--- src/adcrc_pkg.sv ---
// Purpose: constants, carriers and state layout of the converter control block
// Assumes: register index times four is the AXI4-Lite byte address
// Notes:   one package shared by the top module and its assertions
//
// What this block does
// RL1: reference bit clear uses internal level, reference pin stays GPIO; set uses pin.
// RL2: clock field 00 divides by four, 01 none, 10 sixteen, 11 two.
// RL3: software sets run bit to start; only hardware clears it at completion.
// RL4: power bit zero switches resistor reference off; one lets converter operate.
// RL5: channel field 000..101 picks channels 0..5, 111 picks 7, 110 reserved.
// RL6: half-supply detect bit set feeds half supply regardless of channel field.
// RL7: completion loads high byte, clears run bit, sets completion flag.
// RL8: high buffer holds result 11..4 read-only; low nibble holds result 3..0.
// RL9: internal level field 00 analog supply, 01 4 V, 10 3 V, 11 2.5 V.
// RL10: unused detect-register bits and top two low-register bits read zero.
// RL11: shared pin priority: external interrupt, then analog input, then GPIO.
// RL12: each analog-enable bit turns its pin from GPIO into analog input.
// RL13: result buffers keep previous value until the completion update.
package adcrc_pkg;

  // ********************************************************
  // register map
  // ********************************************************
  localparam logic [5:0] IDX_CTRL = 6'h06;
  localparam logic [5:0] IDX_PDC  = 6'h07;
  localparam logic [5:0] IDX_HI   = 6'h08;
  localparam logic [5:0] IDX_LO   = 6'h09;
  localparam logic [5:0] IDX_PIN  = 6'h0a;
  localparam logic [5:0] IDX_STS  = 6'h0b;

  // ********************************************************
  // field positions
  // ********************************************************
  localparam int CTL_REFX  = 7;
  localparam int CTL_CK_HI = 6;
  localparam int CTL_CK_LO = 5;
  localparam int CTL_RUN   = 4;
  localparam int CTL_PWR   = 3;
  localparam int CTL_CH_HI = 2;
  localparam int PDC_HALF  = 2;
  localparam int LO_IRV_HI = 5;
  localparam int LO_IRV_LO = 4;
  localparam int PIN_INT   = 8;
  localparam int STS_DONE  = 0;
  localparam int SHARED_PIN = 1;

  // ********************************************************
  // codes and counts
  // ********************************************************
  localparam logic [1:0] CK_DIV4  = 2'h0;
  localparam logic [1:0] CK_DIV1  = 2'h1;
  localparam logic [1:0] CK_DIV16 = 2'h2;
  localparam logic [1:0] CK_DIV2  = 2'h3;
  localparam logic [3:0] LAST_DIV4  = 4'h3;
  localparam logic [3:0] LAST_DIV1  = 4'h0;
  localparam logic [3:0] LAST_DIV16 = 4'hf;
  localparam logic [3:0] LAST_DIV2  = 4'h1;
  localparam logic [2:0] CH_RSVD  = 3'h6;
  localparam logic [1:0] RESP_OK  = 2'h0;
  localparam logic [1:0] RESP_SLV = 2'h2;

  typedef enum logic [1:0] {PF_GPIO, PF_ANA, PF_INT} adcrc_pfn_e;

  // ********************************************************
  // carriers to and from the conversion core, and the block's state layout
  // ********************************************************
  typedef struct packed {
    logic       ref_ext;
    logic       ref_pin_gpio;
    logic [1:0] int_ref;
    logic       pwr_on;
    logic       half_sel;
    logic [2:0] chan;
    logic       chan_ok;
    logic       clk_en;
    logic       start;
  } adcrc_cfg_s;

  typedef struct packed {
    logic        done;
    logic [11:0] data;
  } adcrc_res_s;

  typedef struct packed {
    logic       s1;
    logic       s2;
    logic [7:0] ctrl;
    logic       half;
    logic [1:0] irv;
    logic [7:0] res_hi;
    logic [3:0] res_lo;
    logic [7:0] an_en;
    logic       int_en;
    logic       flag;
    logic [3:0] cnt;
    logic       clk_en;
    logic       start;
    logic       chan_ok;
    adcrc_pfn_e pfn;
    logic [7:0] ana;
    logic       eint;
    logic       aw_got;
    logic [5:0] aw_idx;
    logic       w_got;
    logic [8:0] wd;
    logic [1:0] ws;
    logic       aw_rdy;
    logic       w_rdy;
    logic       b_vld;
    logic [1:0] b_resp;
    logic       ar_rdy;
    logic       r_vld;
    logic [1:0] r_resp;
    logic [8:0] r_data;
  } adcrc_st_s;

  localparam adcrc_st_s ST_RST = '0;

endpackage

--- src/adcrc_top.sv ---
// Purpose: register control of a 12-bit converter behind an AXI4-Lite slave
// Assumes: conversion core and bus run on ref_clk; shared pin is asynchronous
// Notes:   converter clock is a one-cycle enable pulse, not a second clock
`timescale 1ns/10ps
module adcrc_top (
  input  wire logic                ref_clk,
  input  wire logic                rst,
  input  wire logic [7:0]          awaddr,
  input  wire logic                awvalid,
  output logic                     awready,
  input  wire logic [31:0]         wdata,
  input  wire logic [3:0]          wstrb,
  input  wire logic                wvalid,
  output logic                     wready,
  output logic [1:0]               bresp,
  output logic                     bvalid,
  input  wire logic                bready,
  input  wire logic [7:0]          araddr,
  input  wire logic                arvalid,
  output logic                     arready,
  output logic [31:0]              rdata,
  output logic [1:0]               rresp,
  output logic                     rvalid,
  input  wire logic                rready,
  input  wire adcrc_pkg::adcrc_res_s core_res,
  output adcrc_pkg::adcrc_cfg_s    core_cfg,
  input  wire logic                ext_int_pin,
  output logic                     ext_int_q,
  output adcrc_pkg::adcrc_pfn_e    pin_func,
  output logic [7:0]               pin_analog
);
  import adcrc_pkg::*;

  adcrc_st_s q;
  adcrc_st_s d;
  logic [3:0] div_last;

  // ********************************************************
  // converter clock divider
  // ********************************************************
  always_comb begin
    case (q.ctrl[CTL_CK_HI:CTL_CK_LO])
      CK_DIV4:  div_last = LAST_DIV4;
      CK_DIV1:  div_last = LAST_DIV1;
      CK_DIV16: div_last = LAST_DIV16;
      CK_DIV2:  div_last = LAST_DIV2;
      default:  div_last = LAST_DIV4;
    endcase
  end

  // ********************************************************
  // next state
  // ********************************************************
  always_comb begin
    d = q;
    d.s1 = ext_int_pin;
    d.s2 = q.s1;
    d.start = 1'b0;

    // write side: address and data may arrive in either order
    if (awvalid && q.aw_rdy) begin
      d.aw_got = 1'b1;
      d.aw_idx = awaddr[7:2];
    end
    if (wvalid && q.w_rdy) begin
      d.w_got = 1'b1;
      d.wd = wdata[8:0];
      d.ws = wstrb[1:0];
    end
    if (q.b_vld && bready) begin
      d.b_vld = 1'b0;
    end
    if (q.aw_got && q.w_got && !q.b_vld) begin
      d.aw_got = 1'b0;
      d.w_got = 1'b0;
      d.b_vld = 1'b1;
      d.b_resp = RESP_OK;
      case (q.aw_idx)
        IDX_CTRL: begin
          if (q.ws[0]) begin
            d.ctrl[7:5] = q.wd[7:5];
            d.ctrl[CTL_PWR:0] = q.wd[CTL_PWR:0];
            // a zero in the run bit is ignored
            if (q.wd[CTL_RUN] && !q.ctrl[CTL_RUN]) begin // RL3
              d.ctrl[CTL_RUN] = 1'b1;
              d.start = 1'b1;
            end
          end
        end
        IDX_PDC: begin
          if (q.ws[0]) begin
            d.half = q.wd[PDC_HALF];
          end
        end
        IDX_HI: begin
          d.b_resp = RESP_OK; // RL8
        end
        IDX_LO: begin
          if (q.ws[0]) begin
            d.irv = q.wd[LO_IRV_HI:LO_IRV_LO];
          end
        end
        IDX_PIN: begin
          if (q.ws[0]) begin
            d.an_en = q.wd[7:0];
          end
          if (q.ws[1]) begin
            d.int_en = q.wd[PIN_INT];
          end
        end
        IDX_STS: begin
          if (q.ws[0] && q.wd[STS_DONE]) begin
            d.flag = 1'b0;
          end
        end
        default: begin
          d.b_resp = RESP_SLV;
        end
      endcase
    end

    // completion; buffers untouched until here, flag set beats clear
    if (q.ctrl[CTL_RUN] && core_res.done) begin // RL13
      d.res_hi = core_res.data[11:4]; // RL7
      d.res_lo = core_res.data[3:0]; // RL8
      d.ctrl[CTL_RUN] = 1'b0; // RL3
      d.flag = 1'b1; // RL7
    end

    // read side
    if (q.r_vld && rready) begin
      d.r_vld = 1'b0;
    end
    if (arvalid && q.ar_rdy) begin
      d.r_vld = 1'b1;
      d.r_resp = RESP_OK;
      d.r_data = '0;
      case (araddr[7:2])
        IDX_CTRL: d.r_data[7:0] = q.ctrl;
        IDX_PDC:  d.r_data[PDC_HALF] = q.half; // RL10
        IDX_HI:   d.r_data[7:0] = q.res_hi;
        IDX_LO:   d.r_data[5:0] = {q.irv, q.res_lo}; // RL10
        IDX_PIN:  d.r_data = {q.int_en, q.an_en};
        IDX_STS:  d.r_data[STS_DONE] = q.flag;
        default:  d.r_resp = RESP_SLV;
      endcase
    end

    // restart the divider when the rate changes so no short period slips out
    if (d.ctrl[CTL_CK_HI:CTL_CK_LO] != q.ctrl[CTL_CK_HI:CTL_CK_LO]) begin
      d.cnt = '0;
      d.clk_en = 1'b0;
    end else if (q.cnt >= div_last) begin // RL2
      d.cnt = '0;
      d.clk_en = 1'b1;
    end else begin
      d.cnt = q.cnt + 4'h1;
      d.clk_en = 1'b0;
    end

    d.chan_ok = !d.half && (d.ctrl[CTL_CH_HI:0] != CH_RSVD); // RL5 RL6

    // shared pin priority
    if (d.int_en) begin // RL11
      d.pfn = PF_INT;
    end else if (d.an_en[SHARED_PIN]) begin
      d.pfn = PF_ANA;
    end else begin
      d.pfn = PF_GPIO;
    end
    d.ana = d.an_en; // RL12
    if (d.int_en) begin
      d.ana[SHARED_PIN] = 1'b0; // RL11
    end
    d.eint = (d.pfn == PF_INT) && q.s2;

    d.aw_rdy = !d.aw_got && !d.b_vld;
    d.w_rdy = !d.w_got && !d.b_vld;
    d.ar_rdy = !d.r_vld;
  end

  always_ff @(posedge ref_clk) begin
    if (rst) begin
      q <= ST_RST;
    end else begin
      q <= d;
    end
  end

  // ********************************************************
  // outputs, all from state bits, ref_pin_gpio through an inverter
  // ********************************************************
  assign awready = q.aw_rdy;
  assign wready = q.w_rdy;
  assign bvalid = q.b_vld;
  assign bresp = q.b_resp;
  assign arready = q.ar_rdy;
  assign rvalid = q.r_vld;
  assign rresp = q.r_resp;
  assign rdata = {23'h00_0000, q.r_data};
  assign core_cfg.ref_ext = q.ctrl[CTL_REFX]; // RL1
  assign core_cfg.ref_pin_gpio = !q.ctrl[CTL_REFX]; // RL1
  assign core_cfg.int_ref = q.irv; // RL9
  assign core_cfg.pwr_on = q.ctrl[CTL_PWR]; // RL4
  assign core_cfg.half_sel = q.half; // RL6
  assign core_cfg.chan = q.ctrl[CTL_CH_HI:0]; // RL5
  assign core_cfg.chan_ok = q.chan_ok;
  assign core_cfg.clk_en = q.clk_en;
  assign core_cfg.start = q.start;
  assign ext_int_q = q.eint;
  assign pin_func = q.pfn;
  assign pin_analog = q.ana;

  // ********************************************************
  // assertions
  // ********************************************************
  logic ctl_wr_now;

  // control register write performed this cycle; checks that fields follow software
  assign ctl_wr_now = q.aw_got && q.w_got && !q.b_vld
                      && (q.aw_idx == IDX_CTRL) && q.ws[0];
endmodule

--- config.mk ---
export PLATFORM = sky130hd
export DESIGN_NAME = adcrc_top
export DESIGN_NICKNAME = d
export VERILOG_FILES = /design/src/adcrc_pkg.sv /design/src/adcrc_top.sv
export SDC_FILE = /design/constraint.sdc
export NUM_CORES = 1
export LEC_CHECK = 0
export BUFFER_PORTS_ARGS = -buffer_cell sky130_fd_sc_hd__buf_4
export CORE_MARGIN = 3
export CORE_UTILIZATION = 50
export CTS_BUF_LIST = sky130_fd_sc_hd__clkbuf_4
export DETAILED_ROUTE_END_ITERATION = 12
export PLACE_DENSITY_LB_ADDON = 0.1
export SYNTH_ARGS = -nofsm -noshare
export SYNTH_HDL_FRONTEND = slang
export SYNTH_SLANG_ARGS = --single-unit
--- constraint.sdc ---
create_clock -name ref_clk -period 2.2 [get_ports ref_clk]
set_input_delay 0.11 -clock ref_clk [delete_from_list [all_inputs] [get_ports ref_clk]]
set_output_delay 0.11 -clock ref_clk [all_outputs]
set_load 0.005 [all_outputs]
==> metrics.txt <==
# TYPE chip_impl_metric gauge
chip_impl_metric{name="count_of_pins_over_their_slew_limit",unit=""} 0
chip_impl_metric{name="power.static_leakage",unit="nW"} 2.035
chip_impl_info{name="cts_tree",value="done"} 1
chip_impl_metric{name="worst_voltage_drop_across_the_vdd_grid",unit="mV"} 0.3915
chip_impl_metric{name="synthDistinctLibCells",unit=""} 48
chip_impl_metric{name="tightestPinTransition",unit="ns"} 0.5985
chip_impl_metric{name="fp.dieW",unit="um"} 93.16
chip_impl_metric{name="fill_cells",unit=""} 650
chip_impl_metric{name="detail_route.drc_violations",unit=""} 0
chip_impl_metric{name="finalHoldViolations",unit=""} 0
chip_impl_metric{name="final_period_minus_worst_setup_slack",unit="ns"} 1.965
chip_impl_info{name="cts_root_buf",value="sky130_fd_sc_hd__clkbuf_4"} 1
chip_impl_metric{name="clock.fmax",unit="GHz"} 0.5090
chip_impl_info{name="min_to",value="q[84]"} 1
chip_impl_metric{name="track_usage",unit="%"} 21.53
chip_impl_metric{name="grt_pass1_vias",unit=""} 3036
chip_impl_info{name="regToRegStartpoint",value="q[85]"} 1
chip_impl_metric{name="core.rowCount",unit=""} 31
chip_impl_metric{name="final-instance-count-excl-fill",unit=""} 629
chip_impl_info{name="regMostFlops",value="q"} 1
chip_impl_metric{name="synth_cells",unit=""} 441
chip_impl_metric{name="layout-drive-gt1-share",unit="%"} 21.70
chip_impl_metric{name="antennaDiodeCount",unit=""} 0
chip_impl_metric{name="finClkSkew",unit="ns"} 0.006260
chip_impl_metric{name="routedLengthMet1",unit="um"} 4110
chip_impl_metric{name="timing.reg2reg.setup_slack",unit="ns"} 0.24
chip_impl_metric{name="starting_density_of_the_core",unit="%"} 51.82
chip_impl_metric{name="mappedNetlistArea",unit="sq mm"} 0.003799
chip_impl_info{name="worstSetupPathType",value="reg2reg"} 1
chip_impl_info{name="yosys.cell_count.top_type",value="sky130_fd_sc_hd__dfxtp_1"} 1
chip_impl_metric{name="pin_count_of_the_biggest_net_entering_global_routing",unit=""} 42
chip_impl_metric{name="coreArea",unit="sq mm"} 0.007331
chip_impl_metric{name="ys_seq_elements",unit=""} 80
chip_impl_metric{name="drt_iter0_drc",unit=""} 127
chip_impl_metric{name="worst_hold_path.num_cells",unit=""} 3
chip_impl_metric{name="critical_path_fanout_max",unit=""} 6
chip_impl_metric{name="proportion_of_register_bits_with_asynchronous_set_or_reset_after_synthesis",unit="%"} 0
chip_impl_metric{name="ctsLongestPathBuffers",unit=""} 2
chip_impl_metric{name="largest_reg_flops",unit=""} 49
chip_impl_metric{name="dieArea",unit="sq mm"} 0.008679
chip_impl_metric{name="grt_pass1_wl",unit="um"} 14490
chip_impl_metric{name="synth_largest_type_area_fraction",unit="%"} 42.16
chip_impl_info{name="worstReg2RegEnd",value="q[54]"} 1
chip_impl_info{name="highest-signal-layer",value="met4"} 1
chip_impl_metric{name="maxCapViolations",unit=""} 0
chip_impl_metric{name="fin_util",unit="%"} 63.42
chip_impl_metric{name="portBuffers",unit=""} 82
chip_impl_metric{name="timing.critical_path.arrival",unit="ns"} 2.33
chip_impl_info{name="run_status",value="complete, no violations"} 1
chip_impl_info{name="min-delay-start",value="core_res[12]"} 1
chip_impl_metric{name="synth-warning-count",unit=""} 0
chip_impl_info{name="grt_setup_unrepaired",value="false"} 1
chip_impl_metric{name="syn_area_per_cell",unit="sq um"} 8.614
chip_impl_metric{name="finalNetCount",unit=""} 603
chip_impl_metric{name="drt-pass1-iter-count",unit=""} 4
chip_impl_metric{name="grt_antenna_before_repair",unit=""} 0
chip_impl_metric{name="critical_path_required",unit="ns"} 2.56
chip_impl_info{name="yosysTopAreaCell",value="sky130_fd_sc_hd__dfxtp_1"} 1
chip_impl_metric{name="setup-tns-final",unit="ns"} 0
chip_impl_metric{name="setup-violations-final",unit=""} 0
chip_impl_metric{name="syn2layout_area_growth",unit="%"} 22.40
chip_impl_info{name="worst_hold_path_type",value="in2reg"} 1
chip_impl_info{name="dominantRegCellSynth",value="sky130_fd_sc_hd__dfxtp_1"} 1
chip_impl_metric{name="synth_seq_area_share",unit="%"} 42.16
chip_impl_metric{name="r2r_cells",unit=""} 6
chip_impl_metric{name="gpl.final_weighted_congestion",unit=""} 0.8628
chip_impl_metric{name="grt_overflow_total",unit=""} 0
chip_impl_metric{name="routed_wire_length_per_instance",unit="um"} 14.67
chip_impl_metric{name="slew_headroom",unit="%"} 60.02
chip_impl_metric{name="dpl_cell_area",unit="sq mm"} 0.004161
chip_impl_metric{name="clock_insertion_delay_worst_skew",unit="ns"} 0.42
chip_impl_metric{name="placed_cells_incl_taps",unit=""} 575
chip_impl_metric{name="tritoncts.num_buffers",unit=""} 9
chip_impl_metric{name="synth-edff-count",unit=""} 0
chip_impl_metric{name="routed_wirelength",unit="um"} 9227
chip_impl_metric{name="fin_crit_sh",unit="%"} 89.30
chip_impl_metric{name="detailed_place_hpwl",unit="um"} 6521
chip_impl_metric{name="met2_wirelength",unit="um"} 4284
chip_impl_metric{name="power_per_cell_area",unit="mW/mm^2"} 574.4
chip_impl_metric{name="met3RoutedLength",unit="um"} 650
chip_impl_metric{name="number_of_clock_sinks_seen_by_cts",unit=""} 80
chip_impl_info{name="setup.worst_path.end_class",value="register"} 1
chip_impl_metric{name="die_height",unit="um"} 93.16
chip_impl_metric{name="totalPowerFinal",unit="mW"} 2.671
chip_impl_info{name="worstSetupStartpointType",value="register"} 1
chip_impl_info{name="synthTopCellsByCount",value="sky130_fd_sc_hd__dfxtp_1 (80), sky130_fd_sc_hd__nand2_1 (71), sky130_fd_sc_hd__buf_4 (57), sky130_fd_sc_hd__a21oi_1 (44), sky130_fd_sc_hd__nor2_1 (33)"} 1
chip_impl_metric{name="clock_tree.htree_level_count",unit=""} 3
chip_impl_metric{name="final_design_area_no_fill",unit="sq mm"} 0.004649
chip_impl_metric{name="boundaryPins",unit=""} 137
chip_impl_metric{name="vias",unit=""} 3259
chip_impl_metric{name="vias_per_cell",unit=""} 5.181
chip_impl_info{name="synth.area.top_cells",value="sky130_fd_sc_hd__dfxtp_1 (42%), sky130_fd_sc_hd__buf_4 (11%), sky130_fd_sc_hd__nand2_1 (7.0%), sky130_fd_sc_hd__a21oi_1 (5.8%), sky130_fd_sc_hd__mux2i_1 (5.3%)"} 1
chip_impl_metric{name="worst_setup_hold_path_clk_slew",unit="ns"} 0.12
chip_impl_metric{name="detail-route-antenna-nets",unit=""} 0
## how the worst max path moves through the flow
| stage | slack, ns | endpoint | startpoint | depth (start not counted) |
|---|---|---|---|---|
| final | 0.24 | q[54] | q[85] | 6 |
| after global routing | 0.02 | q[54] | q[85] | 6 |
| after CTS | 0.12 | q[54] | q[85] | 6 |
| after detailed placement | 0.17 | q[54] | q[85] | 6 |
| after global placement | 0.34 | q[54] | q[85] | 6 |
| after floorplan | 0.48 | q[53] | q[86] | 6 |
## power breakdown
group / internal [mW] / switching (mW)
Sequential: 1.51 / 0.0525
Combinational: 0.200 / 0.186
Clock: 0.221 / 0.504
Total: 1.93 / 0.743
## layer usage
metal / track usage, % / vias up
met5: 0 / -
met4: 9.402 / 0
met3: 3.942 / 18
met2: 34.61 / 144
met1: 28.28 / 1500
li1: - / 1597
## placed cells by master (no fill, tap or decap), types with 2 or more instances in the layout
cell / netlist / layout
sky130_fd_sc_hd__xor2_1: 3 / 3
sky130_fd_sc_hd__o211a_1: 2 / 2
sky130_fd_sc_hd__a32oi_1: 3 / 3
sky130_fd_sc_hd__o21a_1: 4 / 4
sky130_fd_sc_hd__nand2b_1: 3 / 3
sky130_fd_sc_hd__a21oi_1: 44 / 44
sky130_fd_sc_hd__and3b_1: 2 / 2
sky130_fd_sc_hd__nand3_1: 23 / 23
sky130_fd_sc_hd__nor4b_2: 2 / 2
sky130_fd_sc_hd__ha_1: 5 / 5
sky130_fd_sc_hd__clkinv_2: 0 / 3
sky130_fd_sc_hd__dfxtp_1: 80 / 80
sky130_fd_sc_hd__nor3b_1: 6 / 6
sky130_fd_sc_hd__inv_1: 6 / 6
sky130_fd_sc_hd__nor2b_1: 10 / 10
sky130_fd_sc_hd__a22oi_1: 4 / 4
sky130_fd_sc_hd__buf_4: 57 / 89
sky130_fd_sc_hd__o211ai_1: 5 / 5
sky130_fd_sc_hd__o21ai_0: 3 / 3
sky130_fd_sc_hd__nor2_1: 33 / 33
sky130_fd_sc_hd__dlygate4sd3_1: 0 / 38
sky130_fd_sc_hd__a31oi_1: 2 / 2
sky130_fd_sc_hd__clkinv_1: 0 / 2
sky130_fd_sc_hd__nand2_1: 71 / 71
sky130_fd_sc_hd__conb_1: 1 / 25
sky130_fd_sc_hd__nor4b_4: 3 / 3
sky130_fd_sc_hd__nor3_1: 5 / 5
sky130_fd_sc_hd__clkbuf_4: 0 / 9
sky130_fd_sc_hd__mux2_2: 2 / 2
sky130_fd_sc_hd__nand4_1: 3 / 3
sky130_fd_sc_hd__mux2i_1: 20 / 20
sky130_fd_sc_hd__and2_1: 3 / 3
## area by class of cell
class                           count  area, sq um  area share (%)
Clock buffer                        9        67.56           1.453
Tap cell                           99        123.9           2.664
Clock inverter                      7        38.79          0.8342
Sequential cell                    80         1602           34.45
Multi-Input combinational cell    301         1747           37.57
Inverter                            6        22.52          0.4844
Timing Repair Buffer              127         1049           22.55
## repair_timing
action                                 in CTS  in global routing
endpoints found under the hold margin      32                  0
hold buffers                               38                  0
resized for setup                           0                  1
setup buffers                               0                  0
setup endpoints to repair                   0                  4
## kinds of logic after synthesis
| kind of cell | Yosys count | synth area share [%] |
|---|---|---|
| mux | 22 | 5.863 |
| xor+xnor | 4 | 0.9224 |
| buf+inv | 84 | 14.26 |
| flops | 80 | 42.16 |
| simple gates | 170 | 22.86 |
| fa+ha+maj | 5 | 1.647 |
| compound gates | 75 | 12.19 |
| other cells | 1 | 0.09872 |
## critical path, stage by stage (launching register included)
cell	delay [ns]
sky130_fd_sc_hd__dfxtp_1	0.45
sky130_fd_sc_hd__nand2b_1	0.08
sky130_fd_sc_hd__ha_1	0.26
sky130_fd_sc_hd__nand2b_1	0.15
sky130_fd_sc_hd__a2111oi_1	0.56
sky130_fd_sc_hd__o211ai_1	0.27
sky130_fd_sc_hd__nor2_1	0.14
## per-stage QoR
stage                     hold WS, ns  worst slack, ns
final                         0.02210           0.2353
after detailed placement       0.3309           0.1673
after global placement         0.3226           0.3393
after CTS                    0.002096           0.1204
after floorplan                0.2382           0.4751
after global routing          0.02198          0.01578
No activity file was read; power rests on OpenSTA's default activity.
